--- src/hw/acfs_pkg.sv ---
package acfs_pkg;

	// ----------------------------------------
	// Address map
	// ----------------------------------------
	localparam logic [31:0] ACFS_AUX_CONTROL_ADDR = 32'he000e008;
	localparam logic [31:0] ACFS_AUX_FAULT_STATUS_ADDR = 32'he000ed3c;
	localparam logic [31:0] ACFS_AUX_CONTROL_NS_ALIAS_ADDR = 32'he002e008;
	localparam logic [31:0] ACFS_AUX_FAULT_STATUS_NS_ALIAS_ADDR = 32'he002ed3c;

	// ----------------------------------------
	// Storage layout and reset values
	// ----------------------------------------
	localparam int ACFS_NUM_REGS = 2;
	localparam int ACFS_IDX_CONTROL = 0;
	localparam int ACFS_IDX_FAULT_STATUS = 1;
	localparam logic [31:0] ACFS_REG_RESET = 32'h0000_0000;
	localparam logic [31:0] ACFS_READ_ZERO = 32'h0000_0000;

	// ----------------------------------------
	// Carriers
	// ----------------------------------------
	typedef struct packed {
		logic valid;
		logic write;
		logic privileged;
		logic secure;
		logic debugger;
		logic [31:0] addr;
		logic [31:0] wdata;
	} acfs_req_t;

	typedef struct packed {
		logic valid;
		logic err;
		logic [31:0] rdata;
	} acfs_rsp_t;

	// Address decode result, one-hot
	typedef enum logic [4:0] {
		ACFS_HIT_NONE = 5'h01,
		ACFS_HIT_CTRL = 5'h02,
		ACFS_HIT_FS = 5'h04,
		ACFS_HIT_CTRL_ALIAS = 5'h08,
		ACFS_HIT_FS_ALIAS = 5'h10
	} acfs_hit_t;

	typedef struct packed {
		acfs_rsp_t rsp;
	} acfs_bank_state_t;

	typedef struct packed {
		logic [31:0] word;
	} acfs_store_state_t;

endpackage

--- src/hw/acfs_aux_regs.sv ---
`timescale 1ns/10ps
`default_nettype none
module acfs_aux_regs
	import acfs_pkg::*;
(
	input wire logic clk_in,
	input wire logic rst_in,
	input wire acfs_req_t req_in,
	output acfs_rsp_t rsp_out,
	output logic [31:0] aux_control_out,
	output logic [31:0] aux_fault_status_out
);

	// ----------------------------------------
	// Decode
	// ----------------------------------------
	function automatic acfs_hit_t acfs_decode(input logic [31:0] addr);
		acfs_hit_t res;
		case (addr)
			ACFS_AUX_CONTROL_ADDR: res = ACFS_HIT_CTRL;
			ACFS_AUX_FAULT_STATUS_ADDR: res = ACFS_HIT_FS;
			ACFS_AUX_CONTROL_NS_ALIAS_ADDR: res = ACFS_HIT_CTRL_ALIAS;
			ACFS_AUX_FAULT_STATUS_NS_ALIAS_ADDR: res = ACFS_HIT_FS_ALIAS;
			default: res = ACFS_HIT_NONE;
		endcase
		return res;
	endfunction

	acfs_bank_state_t state_r;
	acfs_bank_state_t state_nxt;
	acfs_hit_t hit;
	logic [ACFS_NUM_REGS-1:0] sel;
	logic [ACFS_NUM_REGS-1:0] wr_en;
	logic [31:0] word [ACFS_NUM_REGS];
	logic alias_hit;
	logic alias_blocked;
	logic refused;

	always_comb
	begin
		hit = acfs_decode(req_in.addr);
		alias_hit = (hit == ACFS_HIT_CTRL_ALIAS) || (hit == ACFS_HIT_FS_ALIAS);
		sel[ACFS_IDX_CONTROL] = (hit == ACFS_HIT_CTRL)
			|| (hit == ACFS_HIT_CTRL_ALIAS);
		sel[ACFS_IDX_FAULT_STATUS] = (hit == ACFS_HIT_FS)
			|| (hit == ACFS_HIT_FS_ALIAS);
		alias_blocked = alias_hit && (!req_in.secure || req_in.debugger);
		refused = (hit == ACFS_HIT_NONE) || !req_in.privileged;
	end

	// ----------------------------------------
	// Storage
	// ----------------------------------------
	// both always present
	genvar gi;
	generate
		for (gi = 0; gi < ACFS_NUM_REGS; gi++)
		begin : g_store
			assign wr_en[gi] = req_in.valid && req_in.write && sel[gi]
				&& !refused && !alias_blocked;
			acfs_word_store u_store (
				.clk_in(clk_in),
				.rst_in(rst_in),
				.wr_en_in(wr_en[gi]),
				.wdata_in(req_in.wdata),
				.word_out(word[gi])
			);
		end
	endgenerate

	// ----------------------------------------
	// Answer
	// ----------------------------------------
	always_comb
	begin
		state_nxt = state_r;
		state_nxt.rsp.valid = req_in.valid;
		state_nxt.rsp.err = 1'b0;
		state_nxt.rsp.rdata = ACFS_READ_ZERO;
		if (req_in.valid)
		begin
			// error in the normal answer cycle
			if (refused)
			begin
				state_nxt.rsp.err = 1'b1;
			end
			else if (!req_in.write && !alias_blocked)
			begin
				if (sel[ACFS_IDX_CONTROL])
				begin
					state_nxt.rsp.rdata = word[ACFS_IDX_CONTROL];
				end
				else
				begin
					state_nxt.rsp.rdata = word[ACFS_IDX_FAULT_STATUS];
				end
			end
		end
	end

	always_ff @(posedge clk_in or posedge rst_in)
	begin
		if (rst_in)
		begin
			state_r <= '{rsp: '{valid: 1'b0, err: 1'b0, rdata: ACFS_READ_ZERO}};
		end
		else
		begin
			state_r <= state_nxt;
		end
	end

	assign rsp_out = state_r.rsp;
	assign aux_control_out = word[ACFS_IDX_CONTROL];
	assign aux_fault_status_out = word[ACFS_IDX_FAULT_STATUS];

	// ----------------------------------------
	// Checks
	// ----------------------------------------
	chk_unpriv_error: assert property (
		@(posedge clk_in) disable iff (rst_in)
		req_in.valid && !req_in.privileged && hit != ACFS_HIT_NONE
		|=> rsp_out.valid && rsp_out.err && $stable(aux_control_out)
		&& $stable(aux_fault_status_out))
		else $error("unprivileged access not refused");

	chk_ctrl_write: assert property (
		@(posedge clk_in) disable iff (rst_in)
		req_in.valid && req_in.write && req_in.privileged
		&& hit == ACFS_HIT_CTRL
		|=> aux_control_out == $past(req_in.wdata) && !rsp_out.err)
		else $error("control write not stored");

	chk_ctrl_read: assert property (
		@(posedge clk_in) disable iff (rst_in)
		req_in.valid && !req_in.write && req_in.privileged
		&& hit == ACFS_HIT_CTRL
		|=> !rsp_out.err && rsp_out.rdata == $past(aux_control_out))
		else $error("control read wrong");

	chk_fs_write: assert property (
		@(posedge clk_in) disable iff (rst_in)
		req_in.valid && req_in.write && req_in.privileged
		&& hit == ACFS_HIT_FS
		|=> aux_fault_status_out == $past(req_in.wdata) && rsp_out.valid
		&& !rsp_out.err && rsp_out.rdata == ACFS_READ_ZERO)
		else $error("fault status write not stored");

	chk_fs_read: assert property (
		@(posedge clk_in) disable iff (rst_in)
		req_in.valid && !req_in.write && req_in.privileged
		&& hit == ACFS_HIT_FS
		|=> !rsp_out.err && rsp_out.rdata == $past(aux_fault_status_out))
		else $error("fault status read wrong");

	chk_alias_secure: assert property (
		@(posedge clk_in) disable iff (rst_in)
		req_in.valid && req_in.write && req_in.privileged && req_in.secure
		&& !req_in.debugger && hit == ACFS_HIT_CTRL_ALIAS
		|=> aux_control_out == $past(req_in.wdata))
		else $error("secure alias write lost");

	chk_fs_alias_write: assert property (
		@(posedge clk_in) disable iff (rst_in)
		req_in.valid && req_in.write && req_in.privileged && req_in.secure
		&& !req_in.debugger && hit == ACFS_HIT_FS_ALIAS
		|=> aux_fault_status_out == $past(req_in.wdata))
		else $error("secure status alias write lost");

	chk_ctrl_alias_raz: assert property (
		@(posedge clk_in) disable iff (rst_in)
		req_in.valid && req_in.privileged && hit == ACFS_HIT_CTRL_ALIAS
		&& (!req_in.secure || req_in.debugger)
		|=> rsp_out.valid && !rsp_out.err && rsp_out.rdata == ACFS_READ_ZERO
		&& $stable(aux_control_out))
		else $error("control alias not hidden");

	chk_fs_alias_raz: assert property (
		@(posedge clk_in) disable iff (rst_in)
		req_in.valid && req_in.privileged && hit == ACFS_HIT_FS_ALIAS
		&& (!req_in.secure || req_in.debugger)
		|=> rsp_out.valid && !rsp_out.err && rsp_out.rdata == ACFS_READ_ZERO
		&& $stable(aux_fault_status_out))
		else $error("fault status alias not hidden");

	chk_alias_shared: assert property (
		@(posedge clk_in) disable iff (rst_in)
		req_in.valid && !req_in.write && req_in.privileged && req_in.secure
		&& !req_in.debugger && hit == ACFS_HIT_FS_ALIAS
		|=> rsp_out.rdata == $past(aux_fault_status_out))
		else $error("alias read not from shared storage");

	chk_ctrl_alias_read: assert property (
		@(posedge clk_in) disable iff (rst_in)
		req_in.valid && !req_in.write && req_in.privileged && req_in.secure
		&& !req_in.debugger && hit == ACFS_HIT_CTRL_ALIAS
		|=> rsp_out.rdata == $past(aux_control_out))
		else $error("control alias read not shared");

	chk_regs_separate: assert property (
		@(posedge clk_in) disable iff (rst_in)
		req_in.valid && (hit == ACFS_HIT_FS || hit == ACFS_HIT_FS_ALIAS)
		|=> $stable(aux_control_out))
		else $error("status access changed control");

	chk_hold_idle: assert property (
		@(posedge clk_in) disable iff (rst_in)
		!(req_in.valid && req_in.write)
		|=> $stable(aux_control_out) && $stable(aux_fault_status_out))
		else $error("register changed without a write");

	chk_answer_time: assert property (
		@(posedge clk_in) disable iff (rst_in)
		req_in.valid |=> rsp_out.valid)
		else $error("answer not in the next cycle");

	chk_unmapped_error: assert property (
		@(posedge clk_in) disable iff (rst_in)
		req_in.valid && hit == ACFS_HIT_NONE
		|=> rsp_out.valid && rsp_out.err && rsp_out.rdata == ACFS_READ_ZERO
		&& $stable(aux_control_out) && $stable(aux_fault_status_out))
		else $error("unmapped access not refused");

	chk_write_no_data: assert property (
		@(posedge clk_in) disable iff (rst_in)
		req_in.valid && req_in.write
		|=> rsp_out.valid && rsp_out.rdata == ACFS_READ_ZERO)
		else $error("write answer carries data");

endmodule // acfs_aux_regs
`default_nettype wire

--- src/hw/acfs_word_store.sv ---
`timescale 1ns/10ps
`default_nettype none
module acfs_word_store
	import acfs_pkg::*;
(
	input wire logic clk_in,
	input wire logic rst_in,
	input wire logic wr_en_in,
	input wire logic [31:0] wdata_in,
	output logic [31:0] word_out
);

	acfs_store_state_t state_r;
	acfs_store_state_t state_nxt;

	always_comb
	begin
		state_nxt = state_r;
		if (wr_en_in)
		begin
			state_nxt.word = wdata_in;
		end
	end

	always_ff @(posedge clk_in or posedge rst_in)
	begin
		if (rst_in)
		begin
			state_r <= '{word: ACFS_REG_RESET};
		end
		else
		begin
			state_r <= state_nxt;
		end
	end

	assign word_out = state_r.word;

endmodule // acfs_word_store
`default_nettype wire

--- config.mk ---
export PLATFORM = sky130hd
export DESIGN_NAME = acfs_aux_regs
export DESIGN_NICKNAME = d
export VERILOG_FILES = /design/src/hw/acfs_pkg.sv /design/src/hw/acfs_aux_regs.sv /design/src/hw/acfs_word_store.sv
export SDC_FILE = /design/constraint.sdc
export NUM_CORES = 1
export LEC_CHECK = 0
export ABC_AREA = 1
export BUFFER_PORTS_ARGS = -buffer_cell sky130_fd_sc_hd__clkbuf_2
export CORE_MARGIN = 4
export CORE_UTILIZATION = 53
export CTS_CLUSTER_DIAMETER = 100
export DETAILED_ROUTE_END_ITERATION = 8
export GPL_ROUTABILITY_DRIVEN = 0
export MAX_ROUTING_LAYER = met4
export PLACE_DENSITY = 0.85
export SYNTH_ARGS = -nofsm -noshare
export SYNTH_HDL_FRONTEND = slang
export SYNTH_SLANG_ARGS = --single-unit
--- constraint.sdc ---
create_clock -name clk_in -period 8.25 [get_ports clk_in]
set_input_delay 2.475 -clock clk_in [delete_from_list [all_inputs] [get_ports clk_in]]
set_output_delay 2.475 -clock clk_in [all_outputs]
set_load 0.005 [all_outputs]
==> impl_summary.log, run 1 <==
[metrics] maximum vdd ir drop: between 0.00009 and 0.0001 V
[metrics] fraction of final layout cells sized beyond drive strength 1: 0.359
[metrics] status: finished, final reports clean
[metrics] post-detailed-route DRC marker count: 0
[metrics] summed instance area of the synthesized netlist: 0.00437 mm^2
[metrics] final critical-path required period: between 5 and 6 ns
[metrics] kind of capture point of the worst setup path: flop
[metrics] power per standard cell area: between 150 and 200 mW/mm^2
[metrics] storage element area: approximately 0.0025 mm^2
[metrics] portion of the clock cycle consumed by the worst path in the final layout: 0.629
[metrics] final core area utilization: 0.686
[metrics] number of nets in the finished design: approximately 710
[metrics] Overall Power: 841 uW
[metrics] Worst-Skew Late Latency: about 0.36 ns
[metrics] Antenna diodes: 0
[metrics] clk_skew: roughly 0.011 ns
[metrics] count of final max-slew check failures: 0
[metrics] WP data required: roughly 8.5 ns
[metrics] clock slew seen by the registers of the worst setup and hold paths: approximately 0.10 ns
[metrics] hold buffer count at CTS: 0
[metrics] final hold vios: 0
[metrics] Avg WL per Cell: roughly 16 um
[metrics] count of H-tree levels built during CTS: 3
[metrics] highest-count cells in the layout ignoring fill and taps: sky130_fd_sc_hd__clkbuf_2, sky130_fd_sc_hd__nand2_1, sky130_fd_sc_hd__dfrtp_1
[metrics] Initial DRC Count: between 200 and 300
[metrics] multi-input logic area: around 0.0017 mm^2
[metrics] wire length of the first global-routing pass: between 15000 and 20000 um
[metrics] Vias/cell: about 5.4
[metrics] placed standard-cell area: 0.00521 mm^2
[metrics] number of buffers added for setup after CTS: 0
[metrics] die area: approximately 0.0098 mm^2
[metrics] synth warn: 0
[metrics] number of vias in the routed layout: around 4000
[metrics] Total GRT Usage: 0.252
[metrics] library cells used by synthesis: 19
[metrics] count of maximum capacitance violations: 0
[metrics] die extent in x: ~99 um
[metrics] clock tree from TritonCTS: built
[metrics] startpoint type of the worst setup path: input port
[metrics] unrepaired setup endpoints after global routing: false
[metrics] sequential-to-total area share from yosys stat: 0.561
[metrics] initial core utilization: 0.554
[metrics] Post-Layout Inst Area: approximately 0.0054 mm^2
[metrics] layout overhead on the synthesized area: 23.9%
[metrics] total core area: just under 0.008 mm^2
[metrics] count of antenna-violating nets left after detailed routing: 0
[metrics] Port Buffers: 168
[metrics] class of the tightest hold or removal check: reg2reg
[metrics] critical path fanouts, max: 65
[metrics] startpoint-to-endpoint class of the critical path: in2reg
[metrics] buffer depth of the longest clock path: 2
[metrics] Arrival @ worst endpoint: 5.43 ns
[metrics] fill cell count: 620
[metrics] mean cell area of the mapped netlist: approximately 9.0 um^2
[metrics] biggest area contributors in the synthesized netlist: sky130_fd_sc_hd__dfrtp_1, sky130_fd_sc_hd__nand2_1, sky130_fd_sc_hd__nand4_1
[metrics] vias in the first global route: 3814
[metrics] number of sinks handled by clock tree synthesis: 98
[metrics] total wire length after detailed routing: around 12000 um
[metrics] Setup TNS: 0 ns
[metrics] DRT Pass-1 Iters: 5
[metrics] final HPWL from detailed placement: about 8000 um
[metrics] Finish-stage setup viols: 0
[metrics] vertical die dimension: 98.8 um
[metrics] Clk Tree Root Cell: sky130_fd_sc_hd__clkbuf_8
[metrics] cell count after synthesis: 486
[metrics] Slew HR: 0.339
[metrics] #FFs+latches synth: 98
[metrics] syn_nets: 557
[metrics] total gr overflow: 0
[metrics] initial antenna violation count: 0
[metrics] worst hold margin: a little over 0.5 ns
[metrics] FP Rows: 32
[metrics] number of instances resized during post-cts repair: 0
[metrics] largest net degree at the start of global routing: 68
[metrics] Leakage: 3.09 nW
[metrics] Inserted Clock Buffers: 9
[metrics] slew at the pin closest to its max-slew limit: a little under 1 ns
[metrics] library cell with the largest summed area after synthesis: sky130_fd_sc_hd__dfrtp_1
[metrics] achievable frequency: 193 MHz
[metrics] area share of the largest cell type after synthesis: 0.561
[metrics] number of ports placed on the die boundary: ~170
[metrics] commonest non-fill, non-tap cell in the layout: sky130_fd_sc_hd__clkbuf_2
[synth_stat cells]
cell,count
sky130_fd_sc_hd__nand2_1,145
sky130_fd_sc_hd__dfrtp_1,98
sky130_fd_sc_hd__nor2_1,82
sky130_fd_sc_hd__nand4_1,66
sky130_fd_sc_hd__nor3_2,30
sky130_fd_sc_hd__buf_2,23
sky130_fd_sc_hd__inv_1,13
sky130_fd_sc_hd__buf_4,6
sky130_fd_sc_hd__clkbuf_1,5
sky130_fd_sc_hd__a21oi_1,3
sky130_fd_sc_hd__nand3_1,3
sky130_fd_sc_hd__buf_6,2
sky130_fd_sc_hd__nand3_2,2
sky130_fd_sc_hd__nor2_2,2
sky130_fd_sc_hd__nor3_1,2
sky130_fd_sc_hd__and2_1,1
sky130_fd_sc_hd__inv_2,1
sky130_fd_sc_hd__nand3b_1,1
sky130_fd_sc_hd__nor2_4,1
[where the power goes]
| part | switching (mW) | leakage [nW] | internal [mW] |
|---|---|---|---|
| combinational | 0.0256 | 1.63 | 0.0151 |
| clock | 0.174 | 0.103 | 0.145 |
| sequential | 0.000136 | 1.37 | 0.480 |
| total | 0.200 | 3.09 | 0.641 |
[logic make-up (layout without fill, tap and decap cells)]
kind of cell,count (synthesis),count (layout),share of synthesized area
AOI/OAI and AO/OA,3,3,0.00344
buffers and inverters,50,204,0.0581
DFF,98,98,0.561
and+or+nand+nor,335,335,0.377
[critical path: stages]
cell and delay, ns:
sky130_fd_sc_hd__clkbuf_2 0.08, sky130_fd_sc_hd__nor2_1 0.09, sky130_fd_sc_hd__nand2_1 0.07, sky130_fd_sc_hd__nor2_2 0.11
sky130_fd_sc_hd__nand3_1 0.13, sky130_fd_sc_hd__nand2_1 0.14, sky130_fd_sc_hd__nand3_2 0.54, sky130_fd_sc_hd__inv_2 0.15
sky130_fd_sc_hd__buf_4 0.54, sky130_fd_sc_hd__nand3_1 0.55, sky130_fd_sc_hd__buf_4 0.40, sky130_fd_sc_hd__nand2_1 0.08
sky130_fd_sc_hd__nand2_1 0.05
[final cells by class]
type                       instances  share of cell area
sequential                        98               0.453
clock inverter                     7              0.0148
clock buffer                       9              0.0229
tap                              102              0.0236
timing repair buffer             174               0.164
inverter                          14              0.0102
multi-input combinational        338               0.312
[worst paths after layout]
path	startpoint	end	slack [ns]	depth (start not counted)
min in group asynchronous	rst_in	rsp_out[10]$_DFF_PP0_	2.16	2
worst max register to register	g_store[0].u_store.word_out[2]$_DFFE_PP0P_	rsp_out[2]$_DFF_PP0_	7.43	2
worst min register to register	g_store[1].u_store.word_out[19]$_DFFE_PP0P_	g_store[1].u_store.word_out[19]$_DFFE_PP0P_	0.50	2
max in group asynchronous	rst_in	g_store[1].u_store.word_out[29]$_DFFE_PP0P_	5.01	3
worst max-delay path	req_in[59]	g_store[0].u_store.word_out[1]$_DFFE_PP0P_	3.06	13
worst min-delay path	g_store[1].u_store.word_out[19]$_DFFE_PP0P_	g_store[1].u_store.word_out[19]$_DFFE_PP0P_	0.50	2
[metal layers]
layer	routed length, um	track usage	vias to the layer above
li1	-	-	1900
met1	4620	0.342	1910
met2	5940	0.393	206
met3	1080	0.0510	17
met4	166	0.0641	0
met5	0	-	-
[metrics by stage]
| step | cells | worst slack, ns |
|---|---|---|
| global placement | 726 | 2.77 |
| CTS | 742 | 3.06 |
| global route | 742 | 2.63 |
| floorplan | 486 | 3.21 |
| finish | 742 | 3.06 |
| detailed placement | 726 | 2.70 |
[sequential cells by signal, indices dropped and copies added, names as in the netlist]
| signal | count |
|---|---|
| g_store.u_store.word_out | 64 |
| rsp_out | 34 |
No activity file was read; power rests on OpenSTA's default activity.
==> run 2: changes to the inputs <==
ABC_AREA = 0   (was 1)
CORE_UTILIZATION = 43   (was 53)
PLACE_DENSITY = 0.75   (was 0.85)
clock period = 4.6 ns   (was 8.25 ns; I/O delays follow)
==> run 2 against run 1 <==
Net effect: via count shrank 28%; setup slack got worse by 1.7 ns; combinational power rose by 55%; sequential power up 79%; clock power grew 77%; sequential share of layout area up 2.7 points; die area is 12% higher; area after synthesis fell by 8.4%; critical endpoint is now g_store[1].u_store.word_out[23]$_DFFE_PP0P_; highest routed layer unchanged.
==> impl_summary.log, run 2 <==
[metrics] area share of the largest cell type after synthesis: 0.612
[metrics] total wire length after detailed routing: between 9000 and 10000 um
[metrics] number of nets in the finished design: 510
[metrics] cell family with the largest share of critical-path delay: simple AND/OR/NAND/NOR gates
[metrics] number of vias in the routed layout: around 2900
[metrics] Largest stage delay, worst path: 0.55 ns
[metrics] #FFs+latches synth: 98
[metrics] unrepaired setup endpoints after global routing: false
[metrics] Slew HR: 0.323
[metrics] synthesized-area fraction occupied by ao, oa, aoi and oai cells: 0.0653
[metrics] synthesized-area fraction occupied by xor and xnor cells: 0
[metrics] commonest non-fill, non-tap cell in the layout: sky130_fd_sc_hd__clkbuf_2
[metrics] Adder-Cell Fraction of Synth Area: 0
[metrics] Arrival @ worst endpoint: roughly 3.5 ns
[metrics] layout overhead on the synthesized area: 27.6%
[metrics] mean cell area of the mapped netlist: approximately 15 um^2
[metrics] power per standard cell area: roughly 300 mW/mm^2
[metrics] standard cell with the maximum stage delay on the critical path: sky130_fd_sc_hd__or4b_4
[metrics] clock slew seen by the registers of the worst setup and hold paths: around 0.10 ns
[metrics] clock tree from TritonCTS: built
[metrics] fill cell count: approximately 730
[metrics] die extent in x: ~100 um
[metrics] biggest area contributors in the synthesized netlist: sky130_fd_sc_hd__dfrtp_1, sky130_fd_sc_hd__mux2_4, sky130_fd_sc_hd__mux2_2
[metrics] number of buffers added for setup after CTS: 0
[metrics] cell depth of the worst min-delay path: 1
[metrics] sequential-to-total area share from yosys stat: 0.612
[metrics] Setup TNS: 0 ns
[metrics] Port Buffers: ~170
[metrics] top-count cell post-synth: sky130_fd_sc_hd__dfrtp_1
[metrics] vias in the first global route: between 3000 and 4000
[metrics] mux contribution to synthesized area: 0.208
[metrics] Avg WL per Cell: about 17 um
[metrics] Initial DRC Count: 75
[metrics] final HPWL from detailed placement: around 6800 um
[metrics] global routing usage on met3: 0.0428
[metrics] clk_skew: ~0.012 ns
[metrics] startpoint type of the worst setup path: input port
[metrics] Synth Flop Type: sky130_fd_sc_hd__dfrtp_1
[metrics] FP Rows: 34
[metrics] number of gates on the worst path with buffers counted: 5
[metrics] Antenna diodes: 0
[metrics] fraction of final layout cells sized beyond drive strength 1: 0.586
[metrics] count of maximum capacitance violations: 0
[metrics] pre-CTS setup slack: between 0.9 and 1 ns
[metrics] wire length of the first global-routing pass: between 15000 and 20000 um
[metrics] total gr overflow: 0
[metrics] post-detailed-route DRC marker count: 0
[metrics] startpoint-to-endpoint class of the critical path: in2reg
[metrics] count of antenna-violating nets left after detailed routing: 0
[metrics] GR met2 Demand/Resource: 0.295
[metrics] Worst-Skew Late Latency: 0.34 ns
[metrics] number of instances resized during post-cts repair: 0
[metrics] slew at the pin closest to its max-slew limit: about 1.0 ns
[metrics] die area: 0.0109 mm^2
[metrics] syn_nets: 341
[metrics] DRT Pass-1 Iters: 4
[metrics] final critical-path required period: roughly 3.2 ns
[metrics] Leakage: roughly 2.7 nW
[metrics] library cells used by synthesis: 29
[metrics] total core area: 0.00889 mm^2
[metrics] count of flip-flops with a built-in enable after synthesis: 0
[metrics] class of the tightest hold or removal check: reg2reg
[metrics] max FFs per register: 64
[metrics] Worst Slack Setup Final: 1.38 ns
[metrics] portion of the clock cycle consumed by the worst path in the final layout: 0.700
[metrics] Reg2Reg Depth: 1
[metrics] maximum vdd ir drop: ~0.00017 V
[metrics] count of H-tree levels built during CTS: 3
[metrics] Total GRT Usage: 0.180
[metrics] Inserted Clock Buffers: 9
[metrics] Vias/cell: approximately 5.2
[metrics] final hold vios: 0
[metrics] initial core utilization: 0.450
[metrics] async set or reset register ratio after synthesis: 1.00
[metrics] leading cell types by count after synthesis: sky130_fd_sc_hd__dfrtp_1, sky130_fd_sc_hd__nor2_1, sky130_fd_sc_hd__mux2_2
[metrics] kind of capture point of the worst setup path: flop
[metrics] area share of and/or/nand/nor cells after synthesis: 0.0784
[metrics] status: finished, final reports clean
[metrics] layer with the highest usage after global routing: met2
[metrics] cell breakdown of the critical path: clkbuf_2 -> or4b_4 -> nor4_4 -> nand4_4 -> mux2_1
[metrics] achievable frequency: roughly 310 MHz
[metrics] count of final max-slew check failures: 0
[metrics] vertical die dimension: 104 um
[metrics] Clk Tree Root Cell: sky130_fd_sc_hd__clkbuf_8
[metrics] largest net degree at the start of global routing: 86
[metrics] cell count after synthesis: 270
[metrics] critical path fanouts, max: 32
[metrics] buffer depth of the longest clock path: 2
[metrics] highest-count cells in the layout ignoring fill and taps: sky130_fd_sc_hd__clkbuf_2, sky130_fd_sc_hd__dfrtp_1, sky130_fd_sc_hd__mux2_2, sky130_fd_sc_hd__nor2_1, sky130_fd_sc_hd__a22oi_1
[metrics] largest family of logic cells by synthesized area: multiplexers
[metrics] number of ports placed on the die boundary: 169
[metrics] initial antenna violation count: 0
[metrics] Finish-stage setup viols: 0
[metrics] global routing usage on met1: 0.222
[metrics] worst path buffer plus inverter count: 1
[metrics] library cell with the largest summed area after synthesis: sky130_fd_sc_hd__dfrtp_1
[metrics] hold buffer count at CTS: 0
[metrics] synth warn: 0
[metrics] summed instance area of the synthesized netlist: between 0.004 and 0.005 mm^2
[metrics] WP data required: approximately 4.8 ns
[metrics] number of sinks handled by clock tree synthesis: 98
[run 2: cell count changes in the layout (fill, tap and decap cells not counted), sizes merged, moves of 16 or more]
cell,previous run,this run
nand2,145,2
a22oi,0,32
nand4,66,3
nor2,85,34
inv,18,2
mux2,0,64
nor3,32,3
[run 2: path summary, 6_finish.rpt]
| path | start | end | slack [ns] |
|---|---|---|---|
| max reg2reg | g_store[1].u_store.word_out[23]$_DFFE_PP0P_ | g_store[1].u_store.word_out[23]$_DFFE_PP0P_ | 3.79 |
| min reg2reg | g_store[1].u_store.word_out[4]$_DFFE_PP0P_ | g_store[1].u_store.word_out[4]$_DFFE_PP0P_ | 0.55 |
| max in group asynchronous | rst_in | g_store[0].u_store.word_out[2]$_DFFE_PP0P_ | 2.57 |
| min in group asynchronous | rst_in | g_store[0].u_store.word_out[9]$_DFFE_PP0P_ | 1.27 |
| max | req_in[44] | g_store[1].u_store.word_out[23]$_DFFE_PP0P_ | 1.38 |
| min | g_store[1].u_store.word_out[4]$_DFFE_PP0P_ | g_store[1].u_store.word_out[4]$_DFFE_PP0P_ | 0.55 |
[run 2: cells by family (layout without fill, tap and decap cells)]
kind of cell / after synthesis / count (layout)
DFF: 98 / 98
AOI/OAI and AO/OA: 35 / 35
buffers and inverters: 17 / 191
and+or+nand+nor: 56 / 56
muxes: 64 / 64
[run 2: power breakdown]
group | internal, mW | switching [mW] | leakage, nW
logic | 0.0266 | 0.0363 | 1.26
registers | 0.862 | 0.000200 | 1.37
clock network | 0.270 | 0.295 | 0.0962
total | 1.16 | 0.332 | 2.72
[run 2: metal layers]
metal  part of all wire  routed length [um]
met1               0.42                4050
met2               0.50                4780
met3              0.066                 638
met4              0.014                 132
met5                  0                   0
[run 2: area by class of cell]
class                           instances  area [um^2]  area share
Sequential cell                        98         2450       0.480
Multi-Input combinational cell        155         1420       0.279
Timing Repair Buffer                  174          886       0.173
Clock buffer                           11          141      0.0277
Tap cell                              108          135      0.0265
Clock inverter                          5         62.6      0.0122
Inverter                                1         6.26     0.00122
[run 2: metrics by stage]
stage | hold WS [ns] | util | cell area, um^2 | total power, mW | cells
6_report | 0.548 | 0.574 | 5110 | 1.49 | 552
5_1_grt | 0.564 | 0.574 | 5110 | 1.54 | 552
4_1_cts | 0.549 | 0.574 | 5110 | 1.50 | 552
3_5_place_dp | 0.528 | 0.552 | 4900 | 0.943 | 536
3_3_place_gp | 0.516 | 0.552 | 4900 | 0.941 | 536
2_1_floorplan | 0.512 | - | 4000 | 0.899 | 270
